[src/common/bscx_pkg.sv]
package bscx_pkg;

    // Word and field widths of the instruction, the program counter, the file data and the upper-address latch.
    localparam int WORD_W = 14;
    localparam int FADDR_W = 7;
    localparam int BIDX_W = 3;
    localparam int TARGET_W = 11;
    localparam int PC_W = 13;
    localparam int DATA_W = 8;
    localparam int LATCH_W = 8;

    // Field positions inside the instruction word.
    localparam int FADDR_LSB = 0;
    localparam int BIDX_LSB = 7;
    localparam int TARGET_LSB = 0;

    // Bits of the upper-address latch that feed the top counter bits.
    localparam int LATCH_HI = 4;
    localparam int LATCH_LO = 3;

    // Opcode masks and patterns; bits outside a mask are operands, except the accumulator clear's low seven, which are ignored.
    localparam logic [WORD_W-1:0] SKIP_MASK = 14'h3c00;
    localparam logic [WORD_W-1:0] SKIP_CODE = 14'h1c00;
    localparam logic [WORD_W-1:0] ZFILE_MASK = 14'h3f80;
    localparam logic [WORD_W-1:0] ZFILE_CODE = 14'h0180;
    localparam logic [WORD_W-1:0] ZACC_MASK = 14'h3f80;
    localparam logic [WORD_W-1:0] ZACC_CODE = 14'h0100;
    localparam logic [WORD_W-1:0] CALL_MASK = 14'h3800;
    localparam logic [WORD_W-1:0] CALL_CODE = 14'h2000;

    // Constants used by the execute stage.
    localparam logic [PC_W-1:0] PC_STEP = 13'h0001;
    localparam logic [DATA_W-1:0] ZERO_BYTE = 8'h00;

    // Execute slot state; the two codes differ in one bit.
    typedef enum logic [1:0] {
        BSCX_RUN = 2'b00,
        BSCX_NOP = 2'b01
    } bscx_state_t;

endpackage

[src/logic/bscx_decode.sv]
`timescale 1ns/1ps
`default_nettype none

module bscx_decode
    import bscx_pkg::*;
(
    input wire logic [WORD_W-1:0] word,
    output logic is_skip,
    output logic is_zero_file,
    output logic is_zero_acc,
    output logic is_call,
    output logic [BIDX_W-1:0] bit_idx,
    output logic [FADDR_W-1:0] faddr,
    output logic [TARGET_W-1:0] target
);

    // Pure pattern match; the accumulator clear ignores its low seven bits.
    assign is_skip = (word & SKIP_MASK) == SKIP_CODE;
    assign is_zero_file = (word & ZFILE_MASK) == ZFILE_CODE;
    assign is_zero_acc = (word & ZACC_MASK) == ZACC_CODE;
    assign is_call = (word & CALL_MASK) == CALL_CODE;

    // Operand fields, valid only alongside the matching opcode flag.
    assign bit_idx = word[BIDX_LSB +: BIDX_W];
    assign faddr = word[FADDR_LSB +: FADDR_W];
    assign target = word[TARGET_LSB +: TARGET_W];

endmodule

`default_nettype wire

[src/logic/bscx_exec.sv]
// Behaviour
// - Bit-test skip: 3-bit index, 7-bit address, status flags untouched.
// - A set tested bit discards the prefetched word and runs a no-op.
// - The bit-test skip takes one cycle, or two when it skips.
// - File clear zeroes its register, sets the zero flag, in one cycle.
// - Acc clear zeroes it, sets zero, one cycle, low 7 bits ignored.
// - A call pushes counter plus one onto the stack top, in the same cycle as the load.
// - A call loads the 11-bit target low and latch bits 4:3 on top.
// - A call has a 3-bit prefix, a target up to 2047, and two cycles.
`timescale 1ns/1ps
`default_nettype none

module bscx_exec
    import bscx_pkg::*;
(
    input wire logic ref_clk,
    input wire logic rst_n,
    input wire logic instr_valid,
    input wire logic [WORD_W-1:0] instr_word,
    input wire logic [PC_W-1:0] instr_pc,
    input wire logic [LATCH_W-1:0] program_counter_upper_latch,
    input wire logic [DATA_W-1:0] file_rdata,
    output logic [FADDR_W-1:0] file_raddr,
    output logic file_we,
    output logic [FADDR_W-1:0] file_waddr,
    output logic [DATA_W-1:0] file_wdata,
    output logic acc_clear,
    output logic zero_set,
    output logic prefetch_discard,
    output logic nop_slot,
    output logic stack_push,
    output logic [PC_W-1:0] stack_top,
    output logic pc_load,
    output logic [PC_W-1:0] pc_load_value
);

    // Execute-stage holding registers.
    logic ex_valid_r;
    logic [WORD_W-1:0] ex_word_r;
    logic [PC_W-1:0] ex_pc_r;
    logic [LATCH_W-1:0] ex_latch_r;
    bscx_state_t st_r;
    bscx_state_t st_nxt;

    // Output registers.
    logic file_we_r;
    logic [FADDR_W-1:0] file_waddr_r;
    logic [DATA_W-1:0] file_wdata_r;
    logic acc_clear_r;
    logic zero_set_r;
    logic discard_r;
    logic push_r;
    logic [PC_W-1:0] push_data_r;
    logic pc_load_r;
    logic [PC_W-1:0] pc_value_r;
    logic nop_r;

    // Decoded view of the word in execute.
    logic is_skip;
    logic is_zero_file;
    logic is_zero_acc;
    logic is_call;
    logic [BIDX_W-1:0] bit_idx;
    logic [FADDR_W-1:0] faddr;
    logic [TARGET_W-1:0] target;
    logic do_skip;
    logic do_call;
    logic redirect;

    bscx_decode u_decode (
        .word(ex_word_r),
        .is_skip(is_skip),
        .is_zero_file(is_zero_file),
        .is_zero_acc(is_zero_acc),
        .is_call(is_call),
        .bit_idx(bit_idx),
        .faddr(faddr),
        .target(target)
    );

    // The register file answers the read address in the same cycle, so
    // the tested bit is known while the instruction sits in execute.
    assign do_skip = ex_valid_r && is_skip && file_rdata[bit_idx];
    assign do_call = ex_valid_r && is_call;
    assign redirect = do_skip || do_call;

    // A taken skip or a call costs one extra slot; nothing else does.
    // The no-operation slot never redirects, because the dropped word left
    // execute empty; unused codes fall back to the run state.
    always_comb begin
        st_nxt = BSCX_RUN;
        unique case (st_r)
            BSCX_RUN: begin
                if (redirect) begin
                    st_nxt = BSCX_NOP;
                end
            end
            BSCX_NOP: begin
                st_nxt = BSCX_RUN;
            end
            default: begin
                st_nxt = BSCX_RUN;
            end
        endcase
    end

    // The slot flag is its own flop so the port carries no state decode.

    always_ff @(posedge ref_clk or negedge rst_n) begin
        if (!rst_n) begin
            st_r <= BSCX_RUN;
            nop_r <= 1'b0;
        end else begin
            st_r <= st_nxt;
            nop_r <= (st_nxt == BSCX_NOP);
        end
    end

    // Fetch hand-off into execute. The word prefetched behind a redirect
    // is dropped here, so the following slot executes as a no-operation.
    always_ff @(posedge ref_clk or negedge rst_n) begin
        if (!rst_n) begin
            ex_valid_r <= 1'b0;
            ex_word_r <= '0;
            ex_pc_r <= '0;
            ex_latch_r <= '0;
        end else begin
            ex_valid_r <= instr_valid && !redirect;
            ex_word_r <= instr_word;
            ex_pc_r <= instr_pc;
            ex_latch_r <= program_counter_upper_latch;
        end
    end

    // Register-file and accumulator side effects of the two clears. The
    // skip never reaches zero_set, which keeps the status flags intact.
    always_ff @(posedge ref_clk or negedge rst_n) begin
        if (!rst_n) begin
            file_we_r <= 1'b0;
            file_waddr_r <= '0;
            file_wdata_r <= ZERO_BYTE;
            acc_clear_r <= 1'b0;
            zero_set_r <= 1'b0;
        end else begin
            file_we_r <= ex_valid_r && is_zero_file;
            file_waddr_r <= faddr;
            file_wdata_r <= ZERO_BYTE;
            acc_clear_r <= ex_valid_r && is_zero_acc;
            zero_set_r <= ex_valid_r && (is_zero_file || is_zero_acc);
        end
    end

    // Flow control: discard pulse, stack push and program-counter load.
    // Push data uses the pre-load counter, so push and load pulse in the same cycle.
    always_ff @(posedge ref_clk or negedge rst_n) begin
        if (!rst_n) begin
            discard_r <= 1'b0;
            push_r <= 1'b0;
            push_data_r <= '0;
            pc_load_r <= 1'b0;
            pc_value_r <= '0;
        end else begin
            discard_r <= redirect;
            push_r <= do_call;
            push_data_r <= ex_pc_r + PC_STEP;
            pc_load_r <= do_call;
            pc_value_r <= {ex_latch_r[LATCH_HI:LATCH_LO], target};
        end
    end

    // Ports are taken straight from the registers above.
    assign file_raddr = ex_word_r[FADDR_LSB +: FADDR_W];
    assign file_we = file_we_r;
    assign file_waddr = file_waddr_r;
    assign file_wdata = file_wdata_r;
    assign acc_clear = acc_clear_r;
    assign zero_set = zero_set_r;
    assign prefetch_discard = discard_r;
    assign nop_slot = nop_r;
    assign stack_push = push_r;
    assign stack_top = push_data_r;
    assign pc_load = pc_load_r;
    assign pc_load_value = pc_value_r;
endmodule

`default_nettype wire
[config.mk]
export PLATFORM = sky130hd
export DESIGN_NAME = bscx_exec
export DESIGN_NICKNAME = d
export VERILOG_FILES = /design/src/common/bscx_pkg.sv /design/src/logic/bscx_decode.sv /design/src/logic/bscx_exec.sv
export SDC_FILE = /design/constraint.sdc
export NUM_CORES = 1
export LEC_CHECK = 0
export BUFFER_PORTS_ARGS = -buffer_cell sky130_fd_sc_hd__buf_2
export CAP_MARGIN = 20
export CORE_AREA = 2 2 68 70
export CTS_BUF_LIST = sky130_fd_sc_hd__clkbuf_8
export CTS_CLUSTER_DIAMETER = 30
export DETAILED_ROUTE_END_ITERATION = 12
export DIE_AREA = 0 0 70 72
export HOLD_SLACK_MARGIN = 0.1
export PLACE_DENSITY = 0.83
export SLEW_MARGIN = 20
export SYNTH_ARGS = -nofsm -noshare
export SYNTH_HDL_FRONTEND = slang
export SYNTH_SLANG_ARGS = --single-unit
[constraint.sdc]
create_clock -name ref_clk -period 3.29 [get_ports ref_clk]
set_clock_uncertainty 0.2 [all_clocks]
set_input_delay 0.329 -clock ref_clk [delete_from_list [all_inputs] [get_ports ref_clk]]
set_output_delay 0.329 -clock ref_clk [all_outputs]
set_load 0.005 [all_outputs]
**Yosys cells after proc, flatten, opt, wreduce, memory -nomap -nowiden**

Index checks and enable logic that the tools add are counted.
Widths: inputs -> output; s select.

- Bits in read-only memories: 0
- Output and inout port bits: 55
- Flip-flop bits (word level): 74
- RAM bits: 0
- Latch bits: 0
- Memories: 0
- Word-level logic and storage cells: 36
- Bits of input ports: 46

- Add/subtract/negate cells: 1
- Multiplexer cells: 4
- Multiply operators: 0
- Order comparisons: 1
- Shift-type cells: 0
- Eq/ne operators: 5
- Bitwise operators: 0
- Divide/modulo/power cells: 0
- Reductions and logical operators: 11

Operator list:

| kind | count |
|---|---|
| $eq 7x2->1 const B | 2 |
| $add 13x1->13 const B | 1 |
| $logic_and 1x1->1 | 7 |
| $eq 4x3->1 const B | 1 |
| $lt 3x4->1 const B | 1 |
| $bmux 1 s3 | 1 |
| $eq 3x3->1 const B | 1 |
| $mux 1 | 3 |
| $eq 2x1->1 const B | 1 |
| $logic_not 2->1 | 1 |
| $logic_or 1x1->1 | 2 |
| $logic_not 1->1 | 1 |

**Logic depth before layout (Yosys ltp)**

Gate-level depths: netlist of the first run.

- Depth after elaboration: 7
- Mapped depth: 5
- Gate-level depth less buffers: 5

**Hierarchy**

A second synthesis of the first run with hierarchy kept.

- Cell total of the unflattened synthesis: 157
- Area total of the unflattened synthesis: 2377.3 um2

Modules (own cells, without submodules):

| module | instances | area an instance (um2) | cells each | sequential area each (um2) |
|---|---|---|---|---|
| bscx_exec | 1 | 2165.8 | 130 | 1726.7 |
| bscx_decode | 1 | 211.5 | 27 | 0.0 |

**Worst setup path after synthesis of the first run**

Ideal clock, no wire load.

- Kind: register -> register
- Start: register ex_word_r[7]
- End: register ex_valid_r
- Path buffers: 0
- Setup time: 66 ps
- Cell stages (with the launch flop): 5
- Path slack: 1598 ps
- Arrival: 1426 ps
- Cell sequence: dfrtp_1 > mux4_2 > or2_1 > a41oi_2 > and2_1

- Cells in the longest elaborated chain, start to end: 6

Ends and longest elaborated chain:

| what | RTL line | text |
|---|---|---|
| from (decl) | bscx_exec.sv:39 | `logic [WORD_W-1:0] ex_word_r;` |
| from (signal assigned) | bscx_exec.sv:129 | `ex_word_r <= instr_word;` |
| $bmux 1 s3 | bscx_exec.sv:83 | `assign do_skip = ex_valid_r && is_skip && file_rdata[bit_idx];` |
| $mux 1 (not written as such) | bscx_exec.sv:83 |  |
| $logic_and 1x1->1 | bscx_exec.sv:83 |  |
| $logic_or 1x1->1 | bscx_exec.sv:85 | `assign redirect = do_skip \|\| do_call;` |
| $logic_not 1->1 | bscx_exec.sv:128 | `ex_valid_r <= instr_valid && !redirect;` |
| $logic_and 1x1->1 | bscx_exec.sv:128 |  |
| to (signal assigned) | bscx_exec.sv:128 |  |
| to (decl) | bscx_exec.sv:38 | `logic ex_valid_r;` |

No other way between the ends. The select of a mux whose other input is x is not followed.

**Worst setup path after layout of the first run**

Same ends and word-level chain as after synthesis.

==> reports/qor.yml, run 1 <==
drv_slew: 0
yosysMostFrequentCell: "dfrtp_1"
synth_cell_types: 22
cts_made_buffers: 9
status: "finished, final reports clean"
drcViolationCount: 0
postSynthAreaPerCell_um2: 15.4
hpwl_mm: 2.51
vdd_drop_max_v: 0.000493
portBuffers: 86
cp_data_arrival_time_ns: 1.92
cp_max_fo: 6
final.fill_count: 309
dieArea_um2: 5040
numClockSinks: 62
cts_hold_buf: 31
grt_max_degree: 51
fp.dieH_um: 72
period_minus_slack_ns: 1.87
leakagePower_uw: 0.00150
r2r_cells: 4
diodes: 0
start_kind: "register"
viasPerCell: 4.42
drv_cap: 0
rows: 24
dr.pass1.iters: 4
synthDominantCellAreaShare_pct: 75.2
post_cts_buffers: 0
ys_ff_latch: 62
start_util_pct: 48.4
path_clk_slew_ns: 0.06
worstSetupPathType: "register to register"
ant_nets: 0
synthArstFlopShare_pct: 100
drive_gt1_share_pct: 41.2
h-tree-depth: 3
synth_seq_area_share_pct: 75.2
hold_depth: 0
coreArea_um2: 4260
area_delta_synth_final_pct: 41.6
fmax_mhz: 534
synth_ff_type: "dfrtp_1"
clkLatencyLatePin_ns: 0.32
timing.hold.ws_ns: 0.148
holdPathEnd: "pc_load_value[12]"
worstMarginPinSlew_ns: 0.596
synth_top_cell_by_area: "dfrtp_1"
hold_viol: 0
synthCells: 134
fin_nets: 294
multi_input_area_um2: 358
antenna_found_initial: 0
wl_per_cell_um: 13.2
synthTopCellsByArea: "dfrtp_1 (75%), buf_4 (8.4%), xnor2_1 (3.0%)"
io_pins: 101
vias: 1335
detail_route.iter0.violations: 40
tns_ns: 0
r2r_slack_ns: 1.42
cts_root_buffer: "clkbuf_8"
min-delay-start: "ex_latch_r[4]"
worstPathRequired_ns: 3.34
setup_violations: 0
hp-class: "register to register"
grt_first_pass_wirelength_mm: 6.40
fin_crit_sh_pct: 56.9
regArea_um2: 1550
rsz0062_at_grt: "no"
wl_mm: 3.99
p_per_area_nw_per_um2: 539
cts_buffer_depth: 2
first_global_vias: 1419
cts_tree: "built"
grtUsageTotal_pct: 17.1
worstReg2RegStart: "ex_word_r[7]"
synth_warnings: 0
fp.dieW_um: 70
end_kind: "register"
cts_resized: 0
synth-edff-count: 0
place_congestion: 0.691
grt_remaining_overflow: 0
yosys-top-cells-count: "dfrtp_1 (62), buf_4 (23), xnor2_1 (7), nand2_1 (6)"
synth.cell_area_um2: 2060
maxSlewHeadroom_pct: 60.3
worstReg2RegEnd: "ex_valid_r"
## flip-flops by register name (all words and copies together) (netlist names), 2 cells and up
register and flops:
stack_top 13, file_waddr 6, ex_word_r 14, pc_load_value 7, ex_latch_r 2, ex_pc_r 13
## area by class of cell
type / instances / area share (%)
Clock buffer: 11 / 5.18
Timing Repair Buffer: 118 / 25.7
Multi-Input combinational cell: 54 / 12.2
Sequential cell: 62 / 53.1
Clock inverter: 3 / 1.28
Tap cell: 52 / 2.23
Inverter: 2 / 0.257
## metal layers
metal	GRT usage [%]	part of all wire (%)	routed length (um)	vias up
met5	0	0	0	-
met1	16.6	34	1370	630
met4	10.0	2.7	109	0
met3	6.39	8.1	323	9
li1	-	-	-	629
met2	31.2	55	2180	67
## placed cells by master (no fill, tap or decap), drive strengths merged
| master | synthesis | final |
|---|---|---|
| a41oi | 1 | 1 |
| and2 | 2 | 2 |
| and2b | 1 | 1 |
| and3 | 5 | 5 |
| buf | 23 | 87 |
| bufinv | 0 | 1 |
| clkbuf | 0 | 11 |
| conb | 1 | 8 |
| dfrtp | 62 | 62 |
| dlygate4sd3 | 0 | 31 |
| ha | 1 | 1 |
| inv | 2 | 4 |
| mux2i | 2 | 2 |
| mux4 | 1 | 1 |
| nand2 | 6 | 6 |
| nand3 | 5 | 5 |
| nand3b | 1 | 1 |
| nand4 | 2 | 2 |
| nor2 | 5 | 5 |
| nor3 | 1 | 1 |
| nor4b | 1 | 1 |
| or2 | 1 | 1 |
| xnor2 | 7 | 7 |
| xor2 | 4 | 4 |
## power by group
part | total, uW | switching (uW) | internal [uW]
Clock | 627 | 250 | 377
Combinational | 124 | 51.3 | 72.8
Sequential | 823 | 20.8 | 802
Total | 1570 | 322 | 1250
## metrics by stage
stage                     setup slack [ns]  power (uW)  cell area [um2]  util (%)  instances
after CTS                             1.43        1590             2920      68.5        302
final                                 1.42        1570             2920      68.5        302
after global placement                1.49         926             2420      56.7        257
after global routing                  1.32        1640             2920      68.5        302
after floorplan                       1.60         878             2090         -        141
after detailed placement              1.45         931             2420      56.7        257
## critical path: stages, from the launching register on
cell	delay [ns]
dfrtp_1	0.47
mux4_2	0.52
or2_1	0.24
a41oi_2	0.22
and2_1	0.17
## worst max path at each step
stage | depth (start not counted) | slack, ns | to | startpoint
after CTS | 4 | 1.43 | ex_valid_r | ex_word_r[7]
after global placement | 4 | 1.49 | ex_valid_r | ex_word_r[7]
after detailed placement | 4 | 1.45 | ex_valid_r | ex_word_r[7]
final | 4 | 1.42 | ex_valid_r | ex_word_r[7]
after floorplan | 4 | 1.60 | ex_valid_r | ex_word_r[7]
after global routing | 4 | 1.32 | ex_valid_r | ex_word_r[7]
## kinds of logic (layout without fill, tap and decap cells)
group,after synthesis,count (layout),synth area share [%]
xor gates and xnor gates,11,11,4.67
and+or+nand+nor,30,30,7.76
other,1,8,0.182
adders and majority gates,1,1,0.606
muxes,3,3,2.06
buffers and inverters,25,134,8.73
AOI/OAI and AO/OA,1,1,0.789
DFF,62,62,75.2
No activity file was read; power rests on OpenSTA's default activity.
==> run 2, diff against run 1 <==
CORE_AREA = 2 2 74 76   (was 2 2 68 70)
DIE_AREA = 0 0 76 78   (was 0 0 70 72)
PLACE_DENSITY = 0.74   (was 0.83)
clock period = 1.54 ns   (was 3.29 ns; I/O delays follow)
==> reports/qor.yml, run 2 (synthesis results as in run 1) <==
clkLatencyLatePin_ns: 0.33  # was 0.32 ns
path_buf_inv: 0  # unchanged
layout_common_cells: "buf_2 (86), dfrtp_1 (62), dlygate4sd3_1 (35), clkbuf_8 (10), conb_1 (8)"  # was buf_2 (85), dfrtp_1 (62), dlygate4sd3_1 (31), clkbuf_8 (11), conb_1 (8)
cp_data_arrival_time_ns: 1.77  # was 1.92 ns
crit_chain: "mux4_2, or2_1, a41oi_2, and2_1"  # unchanged
grt_remaining_overflow: 0  # unchanged
fin_nets: 300  # was 294
coreArea_um2: 5040  # was 4260 um2
cp_max_fo: 3  # was 6
fmax_mhz: 589  # was 534 MHz
hold_viol: 0  # unchanged
start_kind: "register"  # unchanged
rows: 26  # was 24
place_area_um2: 2470  # was 2420 um2
numClockSinks: 62  # unchanged
end_kind: "register"  # unchanged
seqPwrFrac_pct: 51.1  # was 52.3%
cts_buffer_depth: 2  # unchanged
viasPerCell: 4.22  # was 4.42
dr.pass1.iters: 4  # unchanged
grt_first_pass_wirelength_mm: 6.65  # was 6.40 mm
violations: "negative setup slack"
r2r_slack_ns: -0.16  # was 1.42 ns
hpwl_mm: 2.52  # was 2.51 mm
drive_gt1_share_pct: 42.2  # was 41.2%
p_sw_uw: 767  # was 322 uW
worstPathRequired_ns: 1.61  # was 3.34 ns
hp-class: "input pin to asynchronous set/reset pin"  # was register to register
worstReg2RegEnd: "ex_valid_r"  # unchanged
cts_tree: "built"  # unchanged
timing.hold.ws_ns: 0.148  # about the same
path_clk_slew_ns: 0.06  # about the same
fp.dieH_um: 78  # was 72 um
power.total_uw: 3430  # was 1570 uW
drv_cap: 0  # unchanged
start_util_pct: 40.9  # was 48.4%
top_register: "ex_word_r"  # unchanged
p_per_area_nw_per_um2: 1130  # was 539 nW/um2
final_area_um2: 3020  # was 2920 um2
io_pins: 101  # unchanged
cts_root_buffer: "clkbuf_8"  # unchanged
worst_slack_ns: -0.158  # was 1.42 ns
p_comb_share_pct: 8.2  # was 7.9%
grt_use_met1_pct: 15.4  # was 16.6%
busiest_layer: "met2"  # unchanged
portBuffers: 86  # unchanged
wl_mm: 4.07  # was 3.99 mm
setup_violations: 3  # was 0
wl_per_cell_um: 12.4  # was 13.2 um
grtUsageTotal_pct: 15.2  # was 17.1%
dieArea_um2: 5930  # was 5040 um2
largest_reg_flops: 14  # unchanged
worstReg2RegStart: "ex_word_r[7]"  # unchanged
clkPwrFrac_pct: 40.7  # was 39.9%
drcViolationCount: 0  # unchanged
first_global_vias: 1446  # was 1419
detail_route.iter0.violations: 63  # was 40
fin_crit_sh_pct: 110  # was 56.9%
met2_usage_pct: 26.1  # was 31.2%
intPower_uw: 2660  # was 1250 uW
status: "complete, but fails checks"  # was finished, final reports clean
worstSetupPathType: "register to register"  # unchanged
leakagePower_uw: 0.00152  # was 0.00150 uW
h-tree-depth: 3  # unchanged
fp.dieW_um: 76  # was 70 um
crit_slowest_cell: "mux4_2"  # unchanged
crit_family: "multiplexers"  # unchanged
area_delta_synth_final_pct: 46.5  # was 41.6%
place_congestion: 0.745  # was 0.691
period_minus_slack_ns: 1.70  # was 1.87 ns
layout_commonest_cell: "buf_2"  # unchanged
final.fill_count: 406  # was 309
grt_max_degree: 63  # was 51
cts_made_buffers: 9  # unchanged
r2r_cells: 4  # unchanged
rsz0062_at_grt: "yes"  # was no
switching_share_pct: 22.3  # was 20.5%
ant_nets: 0  # unchanged
slowest_delay_ns: 0.50  # was 0.52 ns
antenna_found_initial: 0  # unchanged
vdd_drop_max_v: 0.000728  # was 0.000493 V
vias: 1384  # was 1335
post_cts_buffers: 0  # unchanged
diodes: 0  # unchanged
drv_slew: 0  # unchanged
grt_util_met3_pct: 6.16  # was 6.39%
## run 2: area by class of cell
cell class / count / area, um2 / area share [%]
multi-input cells: 54 / 360 / 11.9
well taps: 70 / 87.6 / 2.90
clock buffers: 10 / 138 / 4.55
flip-flops and latches: 62 / 1550 / 51.3
clock inverters: 6 / 62.6 / 2.07
inverters: 2 / 7.51 / 0.248
repair buffers: 124 / 816 / 27.0
## run 2: worst max path at each step
stage	startpoint	to	cells after the start
final	ex_word_r[7]	ex_valid_r	4
after global routing	ex_word_r[7]	ex_valid_r	4
after CTS	ex_word_r[7]	ex_valid_r	4
after detailed placement	ex_word_r[7]	ex_valid_r	4
after global placement	ex_word_r[7]	ex_valid_r	4
after floorplan	ex_word_r[7]	ex_valid_r	4
## run 2: timing repair
item,CTS,global route
endpoints found under the hold margin,94,0
endpoints found under the setup margin,3,4
pin swaps,1,0
hold buffers,35,0
gates resized for setup,0,1
## run 2: tightest hold or removal path, stage by stage
cell and delay [ns]:
dlygate4sd3_1 0.52, buf_2 0.12, buf_12 0.28
## run 2: metal layers
layer  routed length, um  vias to the layer above
met2                2150                       74
li1                    -                      643
met4                 118                        0
met5                   0                        -
met1                1460                      656
met3                 332                       11
## run 2: power groups by stage
stage | sequential (uW) | combinational, uW | clock, uW
finish | 1750 | 282 | 1400
global route | 1760 | 313 | 1510
CTS | 1750 | 282 | 1430
detailed placement | 1780 | 213 | 0
global placement | 1780 | 209 | 0
floorplan | 1790 | 88.9 | 0
## run 2: per-stage QoR
step	worst slack [ns]	TNS (ns)	std cells	utilization [%]
2_1_floorplan	-0.151	-0.402	141	-
4_1_cts	-0.178	-0.451	328	59.9
3_5_place_dp	-0.134	-0.369	277	49.0
6_report	-0.158	-0.395	328	60.0
5_1_grt	-0.221	-0.610	328	60.0
3_3_place_gp	-0.103	-0.257	277	49.0
==> run 3, diff against run 2 <==
CELL_PAD_IN_SITES_DETAIL_PLACEMENT = 1   (was not set)
CELL_PAD_IN_SITES_GLOBAL_PLACEMENT = 1   (was not set)
CORE_AREA = 2 2 83 85   (was 2 2 74 76)
DIE_AREA = 0 0 85 87   (was 0 0 76 78)
PLACE_DENSITY = not set   (was 0.74)
PLACE_DENSITY_LB_ADDON = 0.1   (was not set)
==> reports/qor.yml, run 3 (synthesis results as in run 1) <==
path_clk_slew_ns: 0.06  # about the same
holdPathEnd: "pc_load_value[11]"
slowest_delay_ns: 0.52  # was 0.50 ns
rows: 30  # was 26
grt_first_pass_wirelength_mm: 6.87  # was 6.65 mm
coreArea_um2: 6570  # was 5040 um2
hold_depth: 0
cts_made_buffers: 9  # unchanged
layout_commonest_cell: "buf_2"  # unchanged
r2r_slack_ns: -0.19  # was -0.16 ns
final.fill_count: 698  # was 406
worstPathRequired_ns: 1.61  # about the same
cts_buffer_depth: 2  # unchanged
numClockSinks: 62  # unchanged
crit_slowest_cell: "mux4_2"  # unchanged
top_register: "ex_word_r"  # unchanged
place_congestion: 0.658  # was 0.745
cts_tree: "built"  # unchanged
fin_crit_sh_pct: 113  # was 110%
period_minus_slack_ns: 1.73  # was 1.70 ns
area_delta_synth_final_pct: 49.9  # was 46.5%
vdd_drop_max_v: 0.000579  # was 0.000728 V
io_pins: 101  # unchanged
viasPerCell: 4.13  # was 4.22
ant_nets: 0  # unchanged
h-tree-depth: 3  # unchanged
worstReg2RegStart: "ex_word_r[7]"  # unchanged
min-delay-start: "ex_latch_r[3]"
fin_nets: 302  # was 300
hold_viol: 0  # unchanged
cts_root_buffer: "clkbuf_8"  # unchanged
dieArea_um2: 7400  # was 5930 um2
grt_max_degree: 63  # unchanged
stdcell_count: 340  # was 328
critPathLaunch: "ex_word_r[7]"  # unchanged
fp.dieH_um: 87  # was 78 um
final_area_um2: 3090  # was 3020 um2
fmax_mhz: 577  # was 589 MHz
drive_gt1_share_pct: 43.5  # was 42.2%
detail_route.iter0.violations: 27  # was 63
leakagePower_uw: 0.00156  # was 0.00152 uW
wl_per_cell_um: 12.9  # was 12.4 um
worstReg2RegEnd: "ex_valid_r"  # unchanged
drv_slew: 0  # unchanged
start_util_pct: 31.4  # was 40.9%
worstSetupPathType: "register to register"  # unchanged
regArea_um2: 1550  # unchanged
drv_cap: 0  # unchanged
cp_data_arrival_time_ns: 1.80  # was 1.77 ns
worst_slack_ns: -0.193  # was -0.158 ns
cp_max_fo: 3  # unchanged
rsz0062_at_grt: "yes"  # unchanged
dr.pass1.iters: 4  # unchanged
violations: "negative setup slack"  # unchanged
numPlacedInstances: 288  # was 277
first_global_vias: 1492  # was 1446
p_per_area_nw_per_um2: 1180  # was 1130 nW/um2
multi_input_area_um2: 369  # was 360 um2
setup_violations: 3  # unchanged
grtUsageTotal_pct: 12.5  # was 15.2%
clkLatencyLatePin_ns: 0.33  # about the same
layout_common_cells: "buf_2 (86), dfrtp_1 (62), dlygate4sd3_1 (35), clkbuf_8 (12), conb_1 (8)"  # was buf_2 (86), dfrtp_1 (62), dlygate4sd3_1 (35), clkbuf_8 (10), conb_1 (8)
vias: 1405  # was 1384
portBuffers: 86  # unchanged
timing.hold.ws_ns: 0.153  # was 0.148 ns
fp.dieW_um: 85  # was 76 um
hpwl_mm: 2.89  # was 2.52 mm
status: "complete, but fails checks"  # unchanged
drcViolationCount: 0  # unchanged
grt_remaining_overflow: 0  # unchanged
crit_chain: "mux4_2, or2_1, a41oi_2, and2_1"  # unchanged
place_area_um2: 2490  # was 2470 um2
largest_reg_flops: 14  # unchanged
diodes: 0  # unchanged
start_kind: "register"  # unchanged
end_kind: "register"  # unchanged
pre_cts_ws_ns: -0.168  # was -0.134 ns
hp-class: "register to register"  # was input pin to asynchronous set/reset pin
antenna_found_initial: 0  # unchanged
r2r_cells: 4  # unchanged
wl_mm: 4.40  # was 4.07 mm
==> run 3: changes by cell type in the layout (fill, tap and decap cells not counted) <==
| cell | change |
|---|---|
| buf_4 | +2 |
| clkbuf_8 | +2 |
| nor2_2 | +1 |
| nor4b_2 | +1 |
| clkinvlp_4 | -2 |
| bufinv_16 | +1 |
| clkinv_4 | -1 |
| nor2_1 | -1 |
| nor4b_1 | -1 |
==> run 3: repair_timing <==
item / in CTS / in global routing
hold buffers: 35 / 0
endpoints found under the hold margin: 93 / 0
resized for setup: 0 / 3
setup buffers: 1 / 0
gates cloned: 0 / 0
setup endpoints to repair: 3 / 8
==> run 3: worst max path at each step <==
stage,cells after the start,slack (ns),endpoint
finish,4,-0.19,ex_valid_r
CTS,4,-0.20,ex_valid_r
global placement,4,-0.11,ex_valid_r
global route,4,-0.25,ex_valid_r
detailed placement,4,-0.17,ex_valid_r
floorplan,4,-0.15,ex_valid_r
==> run 3: final cells by class <==
| cell class | count | area share (%) |
|---|---|---|
| inverter | 2 | 0.243 |
| clock inverter | 4 | 2.22 |
| multi-input combinational | 54 | 11.9 |
| tap | 80 | 3.24 |
| timing repair buffer | 126 | 26.9 |
| sequential | 62 | 50.2 |
| clock buffer | 12 | 5.34 |
==> run 3: routing by layer <==
metal | up-vias | share of wire (%) | track usage [%]
li1 | 643 | - | -
met1 | 692 | 36 | 13.2
met3 | 9 | 7.2 | 4.83
met4 | 0 | 2.2 | 7.36
met5 | - | 0 | 0
met2 | 61 | 54 | 21.2
==> run 3: power by group <==
group,internal (uW),switching [uW],total [uW]
sequential,1710,43.7,1760
clock,1040,583,1620
combinational,172,116,288
==> run 3: worst max-delay path: cells and delay by family, from the launching register on <==
family	cells	cell delay, ns
muxes	1	0.52
and+or+nand+nor	2	0.40
DFF	1	0.38
AOI/OAI and AO/OA	1	0.18
==> run 3: metrics by stage <==
step / power (uW) / setup TNS [ns] / util [%]
2_1_floorplan: 1880 / -0.402 / -
3_5_place_dp: 2010 / -0.451 / 37.9
6_report: 3660 / -0.506 / 47.1
5_1_grt: 3840 / -0.705 / 47.1
4_1_cts: 3720 / -0.522 / 46.9
3_3_place_gp: 2000 / -0.290 / 37.9
